==> src/abpb_pkg.sv <==
// Shared constants and state encoding for the backplane bus processor interface
package abpb_pkg;
    localparam int CLK_MHZ = 125;
    localparam int HALT_MIN_NS = 25000;
    localparam int HALT_CYCLES = (HALT_MIN_NS * CLK_MHZ + 999) / 1000;
    localparam int INIT_HOLD_NS = 10000;
    localparam int INIT_CYCLES = (INIT_HOLD_NS * CLK_MHZ + 999) / 1000;
    localparam int HALT_CNT_W = 12;
    localparam int INIT_CNT_W = 11;
    localparam logic [15:0] EVENT_VECTOR = 16'h0040;
    localparam logic [2:0] LEVEL_FOUR = 3'h4;
    localparam logic [2:0] LEVEL_FIVE = 3'h5;
    localparam logic [2:0] LEVEL_SIX = 3'h6;
    localparam logic [2:0] LEVEL_SEVEN = 3'h7;
    // Bit positions inside the synchronised control group
    localparam int SY_SYNC = 0;
    localparam int SY_RPLY = 1;
    localparam int SY_DMR = 2;
    localparam int SY_SACK = 3;
    localparam int SY_HALT = 4;
    localparam int SY_EVNT = 5;
    localparam int SY_POK = 6;
    localparam int SY_IRQ4 = 7;
    localparam int SY_CTRL_W = 11;

    typedef enum logic [3:0] {
        ABPB_IDLE = 4'h0,
        ABPB_ADDR = 4'h1,
        ABPB_SYNC = 4'h3,
        ABPB_DATA = 4'h2,
        ABPB_WAIT = 4'h6,
        ABPB_END = 4'h7,
        ABPB_IAK = 4'h5,
        ABPB_IAK_END = 4'h4,
        ABPB_GRANT = 4'hC,
        ABPB_DMA = 4'hD,
        ABPB_INIT = 4'hF
    } abpb_state_t;
endpackage

==> src/abpb_sync.sv <==
// Two-flop synchroniser for asynchronous bus lines
`timescale 1ns/1ns
`default_nettype none
module abpb_sync #(
    parameter int WIDTH = 1
) (
    // Clock and reset
    input wire logic sys_clk,
    input wire logic reset,
    // Asynchronous in, synchronous out
    input wire logic [WIDTH-1:0] async_in,
    output logic [WIDTH-1:0] sync_out
);
    logic [WIDTH-1:0] stage;

    always_ff @(posedge sys_clk or posedge reset) begin
        if (reset) begin
            stage <= '0;
            sync_out <= '0;
        end else begin
            stage <= async_in;
            sync_out <= stage;
        end
    end
endmodule
`default_nettype wire

==> src/abpb_processor.sv <==
// Processor end of the asynchronous backplane bus: arbiter, master cycles, traps
// How it works
// - Grant only when idle, sync not driven
// - Stop request held 25 us halts, masks interrupts
// - Refresh strobe marks refreshing sync/data-in cycles
// - Power-good drop while running starts power-fail trap
// - External event traps through vector 100 octal
// - Write completes only on slave reply
// - Slave replies to read, write, acknowledge
// - Read: data-in during sync, awaits reply
// - Data-in without sync is interrupt acknowledge
// - Level four acknowledged when status bit 7 clear
// - Acknowledge out confirms interrupt receipt
// - Separate request lines for levels 5-7
// - Upper lines: address, then error data/enable
// - Bus initialize returns everyone to state zero
`timescale 1ns/1ns
`default_nettype none
module abpb_processor (
    // Clock and reset
    input wire logic sys_clk,
    input wire logic reset,
    // Core command port
    input wire logic cmd_valid,
    output logic cmd_ready,
    input wire logic cmd_write,
    input wire logic cmd_byte,
    input wire logic cmd_refresh,
    input wire logic [17:0] cmd_addr,
    input wire logic [15:0] cmd_wdata,
    input wire logic cmd_err_enable,
    input wire logic init_request,
    // Core answers
    output logic rsp_valid,
    output logic [15:0] rsp_rdata,
    output logic rsp_mem_error,
    // Core status and traps
    input wire logic [2:0] psw_priority,
    output logic halted,
    output logic halt_entry,
    output logic power_fail_trap,
    output logic event_trap,
    output logic irq_taken,
    output logic [15:0] trap_vector,
    // Data/address lines, active low
    input wire logic [17:0] data_address_lines_n_in,
    output logic [17:0] data_address_lines_n_out,
    output logic data_address_lines_oe_n,
    output logic data_address_upper_oe_n,
    // Strobes driven by the processor, open drain
    output logic transfer_sync_n_out,
    output logic transfer_sync_oe_n,
    input wire logic transfer_sync_n_in,
    output logic data_in_strobe_n_out,
    output logic data_in_strobe_oe_n,
    output logic data_out_strobe_n_out,
    output logic data_out_strobe_oe_n,
    output logic write_byte_select_n_out,
    output logic write_byte_select_oe_n,
    output logic refresh_strobe_n_out,
    output logic refresh_strobe_oe_n,
    output logic bus_initialize_n_out,
    output logic bus_initialize_oe_n,
    // Lines received from the bus
    input wire logic slave_reply_n,
    input wire logic dma_request_n,
    input wire logic select_acknowledge_n,
    input wire logic processor_stop_request_n,
    input wire logic external_event_request_n,
    input wire logic ac_power_good,
    input wire logic irq_level_four_n,
    input wire logic irq_level_five_n,
    input wire logic irq_level_six_n,
    input wire logic irq_level_seven_n,
    // Daisy-chain heads
    output logic dma_grant_out_n,
    output logic int_ack_out_n
);
    typedef struct packed {
        abpb_pkg::abpb_state_t state;
        logic [abpb_pkg::HALT_CNT_W-1:0] halt_cnt;
        logic [abpb_pkg::INIT_CNT_W-1:0] init_cnt;
        logic [17:0] addr;
        logic [15:0] wdata;
        logic write;
        logic byte_sel;
        logic refresh;
        logic err_enable;
        logic rsp_valid;
        logic [15:0] rdata;
        logic mem_error;
        logic halted;
        logic halt_pulse;
        logic pf_pulse;
        logic evt_pulse;
        logic irq_pulse;
        logic [15:0] vector;
        logic pok_prev;
        logic evt_prev;
        logic [17:0] dal;
        logic dal_oe;
        logic dal_hi_oe;
        logic sync;
        logic din;
        logic dout;
        logic wtbt;
        logic ref_on;
        logic iako;
        logic dmgo;
        logic init;
    } abpb_regs_t;

    abpb_regs_t r;
    abpb_regs_t next_r;
    logic [abpb_pkg::SY_CTRL_W-1:0] ctrl;
    logic [17:0] dal_in;

    // Whether any pending level is above the status word priority
    function automatic logic irq_allowed(input logic [3:0] req, input logic [2:0] prio);
        logic ok;
        ok = 1'b0;
        if (req[3] && prio < abpb_pkg::LEVEL_SEVEN) ok = 1'b1;
        if (req[2] && prio < abpb_pkg::LEVEL_SIX) ok = 1'b1;
        if (req[1] && prio < abpb_pkg::LEVEL_FIVE) ok = 1'b1;
        if (req[0] && prio < abpb_pkg::LEVEL_FOUR) ok = 1'b1;
        return ok;
    endfunction

    abpb_sync #(.WIDTH(abpb_pkg::SY_CTRL_W)) u_ctrl_sync (
        .sys_clk(sys_clk),
        .reset(reset),
        .async_in({~irq_level_seven_n, ~irq_level_six_n, ~irq_level_five_n,
            ~irq_level_four_n, ac_power_good, ~external_event_request_n,
            ~processor_stop_request_n, ~select_acknowledge_n, ~dma_request_n,
            ~slave_reply_n, ~transfer_sync_n_in}),
        .sync_out(ctrl)
    );

    abpb_sync #(.WIDTH(18)) u_dal_sync (
        .sys_clk(sys_clk),
        .reset(reset),
        .async_in(~data_address_lines_n_in),
        .sync_out(dal_in)
    );

    logic reply;
    logic [3:0] irq_req;
    logic irq_go;
    logic dma_go;
    assign reply = ctrl[abpb_pkg::SY_RPLY];
    assign irq_req = ctrl[abpb_pkg::SY_IRQ4 +: 4];
    assign irq_go = irq_allowed(irq_req, psw_priority) && !r.halted;
    assign dma_go = ctrl[abpb_pkg::SY_DMR] && !ctrl[abpb_pkg::SY_SYNC];
    assign cmd_ready = (r.state == abpb_pkg::ABPB_IDLE) && !init_request && !dma_go && !irq_go;

    always_comb begin
        next_r = r;
        next_r.rsp_valid = 1'b0;
        next_r.halt_pulse = 1'b0;
        next_r.pf_pulse = 1'b0;
        next_r.evt_pulse = 1'b0;
        next_r.irq_pulse = 1'b0;
        next_r.pok_prev = ctrl[abpb_pkg::SY_POK];
        next_r.evt_prev = ctrl[abpb_pkg::SY_EVNT];

        // Stop request qualified over the minimum hold time
        if (!ctrl[abpb_pkg::SY_HALT]) begin
            next_r.halt_cnt = '0;
            next_r.halted = 1'b0;
        end else if (r.halt_cnt != abpb_pkg::HALT_CYCLES[abpb_pkg::HALT_CNT_W-1:0] - 1'b1) begin
            next_r.halt_cnt = r.halt_cnt + 1'b1;
        end else if (!r.halted) begin
            next_r.halted = 1'b1;
            next_r.halt_pulse = 1'b1;
        end

        if (r.pok_prev && !ctrl[abpb_pkg::SY_POK] && !r.halted) begin
            next_r.pf_pulse = 1'b1;
        end
        if (ctrl[abpb_pkg::SY_EVNT] && !r.evt_prev && !r.halted) begin
            next_r.evt_pulse = 1'b1;
            next_r.vector = abpb_pkg::EVENT_VECTOR;
        end

        unique case (r.state)
            abpb_pkg::ABPB_IDLE: begin
                if (init_request) begin
                    next_r.state = abpb_pkg::ABPB_INIT;
                    next_r.init = 1'b1;
                    next_r.init_cnt = '0;
                end else if (dma_go) begin
                    next_r.state = abpb_pkg::ABPB_GRANT;
                    next_r.dmgo = 1'b1;
                end else if (irq_go) begin
                    next_r.state = abpb_pkg::ABPB_IAK;
                    next_r.din = 1'b1;
                    next_r.iako = 1'b1;
                end else if (cmd_valid) begin
                    next_r.state = abpb_pkg::ABPB_ADDR;
                    next_r.addr = cmd_addr;
                    next_r.wdata = cmd_wdata;
                    next_r.write = cmd_write;
                    next_r.byte_sel = cmd_byte;
                    next_r.refresh = cmd_refresh && !cmd_write;
                    next_r.err_enable = cmd_err_enable;
                    next_r.dal = cmd_addr;
                    next_r.dal_oe = 1'b1;
                    next_r.dal_hi_oe = 1'b1;
                    next_r.wtbt = cmd_write;
                    next_r.ref_on = cmd_refresh && !cmd_write;
                end
            end
            abpb_pkg::ABPB_ADDR: begin
                next_r.state = abpb_pkg::ABPB_SYNC;
                next_r.sync = 1'b1;
            end
            abpb_pkg::ABPB_SYNC: begin
                next_r.state = abpb_pkg::ABPB_DATA;
                next_r.dal[17] = r.err_enable;
                next_r.dal[16] = 1'b0;
                if (r.write) begin
                    next_r.dal[15:0] = r.wdata;
                    next_r.wtbt = r.byte_sel;
                end else begin
                    next_r.dal_oe = 1'b0;
                    next_r.wtbt = 1'b0;
                end
            end
            abpb_pkg::ABPB_DATA: begin
                // Data already stable one cycle before the strobe
                next_r.state = abpb_pkg::ABPB_WAIT;
                if (r.write) begin
                    next_r.dout = 1'b1;
                end else begin
                    next_r.din = 1'b1;
                end
            end
            abpb_pkg::ABPB_WAIT: begin
                if (reply) begin
                    next_r.state = abpb_pkg::ABPB_END;
                    next_r.din = 1'b0;
                    next_r.dout = 1'b0;
                    next_r.wtbt = 1'b0;
                    next_r.rdata = r.write ? 16'h0000 : dal_in[15:0];
                    next_r.mem_error = !r.write && r.err_enable && dal_in[16];
                end
            end
            abpb_pkg::ABPB_END: begin
                if (!reply) begin
                    next_r.state = abpb_pkg::ABPB_IDLE;
                    next_r.sync = 1'b0;
                    next_r.dal_oe = 1'b0;
                    next_r.dal_hi_oe = 1'b0;
                    next_r.ref_on = 1'b0;
                    next_r.rsp_valid = 1'b1;
                end
            end
            abpb_pkg::ABPB_IAK: begin
                if (reply) begin
                    next_r.state = abpb_pkg::ABPB_IAK_END;
                    next_r.din = 1'b0;
                    next_r.iako = 1'b0;
                    next_r.vector = dal_in[15:0];
                end
            end
            abpb_pkg::ABPB_IAK_END: begin
                if (!reply) begin
                    next_r.state = abpb_pkg::ABPB_IDLE;
                    next_r.irq_pulse = 1'b1;
                end
            end
            abpb_pkg::ABPB_GRANT: begin
                if (ctrl[abpb_pkg::SY_SACK]) begin
                    next_r.state = abpb_pkg::ABPB_DMA;
                    next_r.dmgo = 1'b0;
                end else if (!ctrl[abpb_pkg::SY_DMR]) begin
                    next_r.state = abpb_pkg::ABPB_IDLE;
                    next_r.dmgo = 1'b0;
                end
            end
            abpb_pkg::ABPB_DMA: begin
                if (!ctrl[abpb_pkg::SY_SACK] && !ctrl[abpb_pkg::SY_SYNC]) begin
                    next_r.state = abpb_pkg::ABPB_IDLE;
                end
            end
            abpb_pkg::ABPB_INIT: begin
                if (r.init_cnt == abpb_pkg::INIT_CYCLES[abpb_pkg::INIT_CNT_W-1:0] - 1'b1) begin
                    next_r.state = abpb_pkg::ABPB_IDLE;
                    next_r.init = 1'b0;
                end else begin
                    next_r.init_cnt = r.init_cnt + 1'b1;
                end
            end
            default: begin
                next_r.state = abpb_pkg::ABPB_IDLE;
            end
        endcase
    end

    always_ff @(posedge sys_clk or posedge reset) begin
        if (reset) begin
            r <= '0;
            r.state <= abpb_pkg::ABPB_INIT;
            r.init <= 1'b1;
        end else begin
            r <= next_r;
        end
    end

    assign rsp_valid = r.rsp_valid;
    assign rsp_rdata = r.rdata;
    assign rsp_mem_error = r.mem_error;
    assign halted = r.halted;
    assign halt_entry = r.halt_pulse;
    assign power_fail_trap = r.pf_pulse;
    assign event_trap = r.evt_pulse;
    assign irq_taken = r.irq_pulse;
    assign trap_vector = r.vector;
    assign data_address_lines_n_out = ~r.dal;
    assign data_address_lines_oe_n = ~r.dal_oe;
    assign data_address_upper_oe_n = ~r.dal_hi_oe;
    assign transfer_sync_n_out = 1'b0;
    assign transfer_sync_oe_n = ~r.sync;
    assign data_in_strobe_n_out = 1'b0;
    assign data_in_strobe_oe_n = ~r.din;
    assign data_out_strobe_n_out = 1'b0;
    assign data_out_strobe_oe_n = ~r.dout;
    assign write_byte_select_n_out = 1'b0;
    assign write_byte_select_oe_n = ~r.wtbt;
    assign refresh_strobe_n_out = 1'b0;
    assign refresh_strobe_oe_n = ~r.ref_on;
    assign bus_initialize_n_out = 1'b0;
    assign bus_initialize_oe_n = ~r.init;
    assign dma_grant_out_n = ~r.dmgo;
    assign int_ack_out_n = ~r.iako;
endmodule
`default_nettype wire

==> config.mk <==
export PLATFORM = sky130hd
export DESIGN_NAME = abpb_processor
export DESIGN_NICKNAME = d
export VERILOG_FILES = /design/src/abpb_pkg.sv /design/src/abpb_sync.sv /design/src/abpb_processor.sv
export SDC_FILE = /design/constraint.sdc
export NUM_CORES = 1
export LEC_CHECK = 0
export ABC_AREA = 1
export BUFFER_PORTS_ARGS = -buffer_cell sky130_fd_sc_hd__buf_2
export CAP_MARGIN = 30
export CORE_MARGIN = 3
export CORE_UTILIZATION = 35
export DETAILED_ROUTE_END_ITERATION = 8
export PLACE_DENSITY = 0.58
export SLEW_MARGIN = 20
export SYNTH_ARGS = -nofsm -noshare
export SYNTH_HDL_FRONTEND = slang
export SYNTH_HIERARCHICAL = 1
export SYNTH_SLANG_ARGS = --single-unit
==> constraint.sdc <==
create_clock -name sys_clk -period 4.15 [get_ports sys_clk]
set_input_delay 0.83 -clock sys_clk [delete_from_list [all_inputs] [get_ports sys_clk]]
set_output_delay 0.83 -clock sys_clk [all_outputs]
set_load 0.005 [all_outputs]
==> qor.csv, run 1 <==
stage,metric,value,unit
critical_path,crit_fanout,21,
sta,fin_ws,1.404,ns
sta,rsz0062_at_grt,false,
cts,cts_root_buffer,clkbuf_16,
die,num_rows,53,
placed_design,place.gp.congestion,0.8619,
sta,final.setup.tns,0,ns
die,die_y,153.0,um
route,firstDrtPassIters,4,
cts,postCtsSetupBuffers,0,
sta,hold_viol,0,
flow_run,drv_cap,0,
synth,syn_area_per_cell,9.484,um^2
critical_path,r2r-start,r[130],
critical_path,r2r_end,r[25],
die,core_area,0.02109,mm^2
critical_path,cp_common_cell,nand2_1,
sta,fin_hold_ws,0.3259,ns
final_layout,fillers,2142,
power,ir_worst_vdd,0.3056,mV
die,ios,148,
route,wl,16030,um
critical_path,cp-end-kind,output port,
cts,clk_latency,0.43,ns
global_route,gr-total-overflow,0,
synth,syn_inst,797,
placed_design,hpwlAfterDp,11320,um
critical_path,critPathKind,in -> out,
sta,drv_slew,0,
synth,syn-cell-area,0.007558,mm^2
power,power.total,5.306,mW
power,p_leak,4.522,nW
route,viasPerCell,4.404,
final_layout,n_antenna_cell,0,
global_route,grt_pass1_wl,27170,um
global_route,grt_max_degree,44,
cts,htree_num_levels,4,
final_layout,drive_gt1_share,26.30,%
global_route,grt_usage,14.41,%
final_layout,area.growth.synth_to_final,16.44,%
critical_path,reg2reg_depth,7,
run_status,status,"complete, no violations",
final_layout,final_util,41.73,%
route,dr.first_iter.drc_count,334,
die,start_util,35.84,%
cts,path_clk_slew,0.07,ns
placed_design,dp_cells,1162,
sta,min_period,2.746,ns
cts,cts_made_buffers,17,
route,wire_per_inst,13.42,um
cts,cts_hold_repair.buffers,0,
critical_path,worst-path-buf-inv,3,
cts,cts_resized,0,
sta,fmax,364.1,MHz
sta,worst_slew_pin_slew,0.8308,ns
sta,fin_skew,0.01029,ns
critical_path,cp_cell_sequence,buf_2 > inv_1 > nand2_1 > nand2_1 > nand2_1 > nand3_1 > nand2_1 > and2_4 > buf_2,
sta,period_share,66.18,%
route,drtAntennaViolNets,0,
power,power_density,602.9,mW/mm^2
sta,finalSetupViolations,0,
critical_path,worstSetupStartpointType,input pin,
sta,slew_headroom,44.56,%
cts,cts_tree,done,
cts,cts_max_path_buffers,2,
critical_path,crit_arrival,1.92,ns
critical_path,crit_required,3.32,ns
synth,yosys_warnings,6,
cts,cts.sinks,171,
route,vias,5263,
critical_path,crit_family,simple AND/OR/NAND/NOR gates,
global_route,grt_pass1_vias,5336,
die,fp.dieW,153.0,um
placed_design,dp_slack,1.385,ns
critical_path,rrSetupSlack,1.64,ns
critical_path,cp_slowest_stage_delay,0.32,ns
route,drc_errors,0,
global_route,antenna_found_initial,1,
critical_path,slowest_stage,and2_4,
final_layout,final_cell_area,0.008801,mm^2
placed_design,placed_area,0.008194,mm^2
placed_design,io_buffers,140,
final_layout,instances_no_fill,1195,
final_layout,final_nets,985,
hold_path,hold_path.class,in -> async,
die,dieArea,0.02340,mm^2
[metal layers]
layer / GRT usage (%) / up-vias / routed length, um
li1: - / 2696 / -
met2: 22.57 / 113 / 7359
met1: 20.01 / 2442 / 7721
met4: 3.479 / 2 / 139
met3: 4.020 / 10 / 798
met5: 0 / - / 13
[layout by cell type (no fill, tap or decap), drive strengths merged, types with 13 or more instances in the layout]
cell,count
nand2,198
dfrtp,166
buf,146
inv,118
o21ai,73
nand3,62
nor2,49
clkbuf,18
mux2i,16
nand4,13
[area by class of cell]
cell class	count	area [um^2]	area share, %
Inverter	112	427.9	4.862
Sequential cell	171	4285	48.69
Multi-Input combinational cell	459	2374	26.97
Timing Repair Buffer	146	778.2	8.843
Clock inverter	14	152.6	1.734
Tap cell	275	344.1	3.910
Clock buffer	18	439.2	4.990
[how the worst max path moves through the flow]
| stage | startpoint | endpoint | depth (start not counted) |
|---|---|---|---|
| after detailed placement | psw_priority[1] | cmd_ready | 9 |
| after global placement | psw_priority[1] | cmd_ready | 9 |
| after floorplan | reset | event_trap | 1 |
| after global routing | psw_priority[1] | cmd_ready | 9 |
| final | psw_priority[1] | cmd_ready | 9 |
| after CTS | psw_priority[1] | cmd_ready | 9 |
[worst reg2reg max path, delay by kind of cell, from the launching register on]
| kind | cells | cell delay, ns |
|---|---|---|
| compound gates | 1 | 0.06 |
| buf+inv | 1 | 0.15 |
| flops | 1 | 0.60 |
| simple gates | 5 | 1.57 |
[state kept, by name (all words and copies together), names as in the netlist, 11 cells and up]
name	flops
u_ctrl_sync/sync_out	11
trap_vector	16
rsp_rdata	16
r	76
u_dal_sync/stage	17
u_dal_sync/sync_out	17
u_ctrl_sync/stage	11
[power breakdown]
group          switching, mW  total (mW)  internal (mW)
Clock                  0.715        1.58          0.868
Sequential             0.218        2.27           2.05
Combinational          0.873        1.45          0.579
Total                   1.81        5.31           3.50
No activity file was read; power rests on OpenSTA's default activity.
==> run 2, diff against run 1 <==
- ABC_AREA: 1 -> 0
- PLACE_DENSITY: 0.58 -> 0.6
- clock period: 4.15 -> 2.45 ns (I/O delays scaled with it)
==> qor.csv, run 2 <==
stage,metric,value,unit,change
critical_path,r2r_end,r[20],,was r[25]
cts,path_clk_slew,0.06,ns,was 0.07 ns
sta,finalSetupViolations,0,,unchanged
sta,final.setup.tns,0,ns,unchanged
global_route,antenna_found_initial,0,,was 1
route,drc_errors,0,,unchanged
placed_design,io_buffers,140,,unchanged
sta,period_share,91.70,%,
placed_design,dp_slack,0.2998,ns,was 1.385 ns
final_layout,n_antenna_cell,0,,unchanged
global_route,grt_pass1_wl,25710,um,was 27170 um
synth,syn_inst,684,,was 797
route,vias,4959,,was 5263
sta,drv_slew,0,,unchanged
synth,syn-cell-area,0.007303,mm^2,was 0.007558 mm^2
sta,worst_slew_pin_slew,0.7362,ns,was 0.8308 ns
route,wire_per_inst,14.40,um,was 13.42 um
final_layout,drive_gt1_share,27.71,%,was 26.30%
die,die_y,150.5,um,was 153.0 um
placed_design,hpwlAfterDp,11010,um,was 11320 um
die,ios,148,,unchanged
die,num_rows,52,,was 53
critical_path,rrSetupSlack,0.31,ns,was 1.64 ns
hold_path,hold_path.class,in -> async,,unchanged
critical_path,crit_required,1.96,ns,was 3.32 ns
critical_path,worstSetupStartpointType,flip-flop,,was input pin
sta,fin_ws,0.2035,ns,was 1.404 ns
final_layout,instances_no_fill,1082,,was 1195
sta,fmax,445.1,MHz,
final_layout,final_cell_area,0.008681,mm^2,was 0.008801 mm^2
critical_path,cp-end-kind,output port,,unchanged
die,start_util,35.86,%,was 35.84%
die,core_area,0.02036,mm^2,was 0.02109 mm^2
flow_run,drv_cap,0,,unchanged
critical_path,r2r-start,r[133],,was r[130]
cts,cts_tree,done,,unchanged
route,viasPerCell,4.583,,was 4.404
sta,fin_skew,0.01126,ns,was 0.01029 ns
power,power_density,1069,mW/mm^2,was 602.9 mW/mm^2
cts,cts_root_buffer,clkbuf_16,,unchanged
die,fp.dieW,150.5,um,was 153.0 um
critical_path,crit_arrival,1.76,ns,was 1.92 ns
route,firstDrtPassIters,5,,was 4
placed_design,dp_cells,1049,,was 1162
global_route,gr-total-overflow,0,,unchanged
sta,rsz0062_at_grt,false,,unchanged
placed_design,placed_area,0.008093,mm^2,was 0.008194 mm^2
route,wl,15590,um,was 16030 um
final_layout,largest_register_ffs,76,,unchanged
synth,syn_area_per_cell,10.68,um^2,was 9.484 um^2
cts,clk_latency,0.42,ns,was 0.43 ns
die,dieArea,0.02264,mm^2,was 0.02340 mm^2
cts,cts.sinks,171,,unchanged
global_route,grt_pass1_vias,5114,,was 5336
power,ir_worst_vdd,0.5417,mV,was 0.3056 mV
critical_path,critPathKind,reg -> out,,was in -> out
final_layout,fillers,1948,,was 2142
critical_path,crit_fanout,3,,was 21
cts,cts_made_buffers,17,,unchanged
global_route,grt_max_degree,84,,was 44
cts,htree_num_levels,4,,unchanged
global_route,grt_usage,14.51,%,was 14.41%
critical_path,reg2reg_depth,6,,was 7
route,dr.first_iter.drc_count,213,,was 334
power,power.total,9.282,mW,was 5.306 mW
final_layout,final_cell_mix,"dfrtp_1 (166), buf_2 (140), nand2_1 (89), inv_1 (69), o21ai_0 (52)",,"was nand2_1 (179), dfrtp_1 (166), buf_2 (140), inv_1 (105), nand3_1 (61)"
power,p_leak,4.188,nW,was 4.522 nW
cts,cts_hold_repair.buffers,0,,unchanged
sta,slew_headroom,50.80,%,was 44.56%
final_layout,final_nets,877,,was 985
final_layout,regMostFlops,r,,unchanged
synth,yosys_warnings,6,,unchanged
sta,min_period,2.247,ns,
final_layout,final_util,42.63,%,was 41.73%
placed_design,place.gp.congestion,0.7890,,was 0.8619
sta,fin_hold_ws,0.1357,ns,was 0.3259 ns
final_layout,layout_commonest_cell,dfrtp_1,,was nand2_1
final_layout,reg_top3,"r x76, u_dal_sync/stage x17, u_dal_sync/sync_out x17",,unchanged
route,drtAntennaViolNets,0,,unchanged
sta,hold_viol,0,,unchanged
cts,cts_max_path_buffers,2,,unchanged
run_status,status,"complete, no violations",,unchanged
final_layout,area.growth.synth_to_final,18.86,%,was 16.44%
==> run 2: timing repair <==
action                     4_1_cts  5_1_grt
buffers inserted                 0        1
pin swaps                        0        1
hold endpoints to repair         0        0
gates resized for setup          1        0
setup endpoints to repair        1        1
==> run 2: worst max path at each step <==
stage / from / endpoint / slack [ns] / depth (start not counted)
floorplan: r[132] / r[77] / 0.47 / 6
global placement: r[133] / r[20] / 0.31 / 6
detailed placement: r[131] / r[71] / 0.30 / 5
CTS: r[131] / cmd_ready / 0.07 / 4
global route: u_ctrl_sync/sync_out[10] / cmd_ready / 0.04 / 5
finish: u_ctrl_sync/sync_out[10] / cmd_ready / 0.20 / 5
==> run 2: layout make-up <==
| type | count | area [um^2] | share of cell area [%] |
|---|---|---|---|
| clock inverter | 12 | 111.4 | 1.283 |
| sequential | 171 | 4285 | 49.37 |
| inverter | 70 | 266.5 | 3.070 |
| timing repair buffer | 156 | 845.8 | 9.743 |
| clock buffer | 20 | 466.7 | 5.376 |
| multi-input combinational | 383 | 2367 | 27.27 |
| tap | 270 | 337.8 | 3.892 |
==> run 2: power breakdown <==
group	switching (mW)	total (mW)	leakage, nW	internal (mW)
combinational	1.39	2.55	1.77	1.16
sequential	0.538	4.13	2.14	3.59
clock	1.11	2.60	0.280	1.49
==> run 2: worst max-delay path, cell delays in order (launching register included) <==
cell     delay (ns)
dfrtp_1        0.41
nor4_4         0.33
a21oi_1        0.07
o21a_1         0.24
nor3_1         0.14
buf_2          0.15
==> run 2: routing by layer <==
layer	GRT usage [%]	vias to the layer above	wire, um
li1	-	2452	-
met1	18.08	2375	6632
met2	22.65	117	7420
met3	6.472	15	1350
met4	4.620	0	182
met5	0	-	0
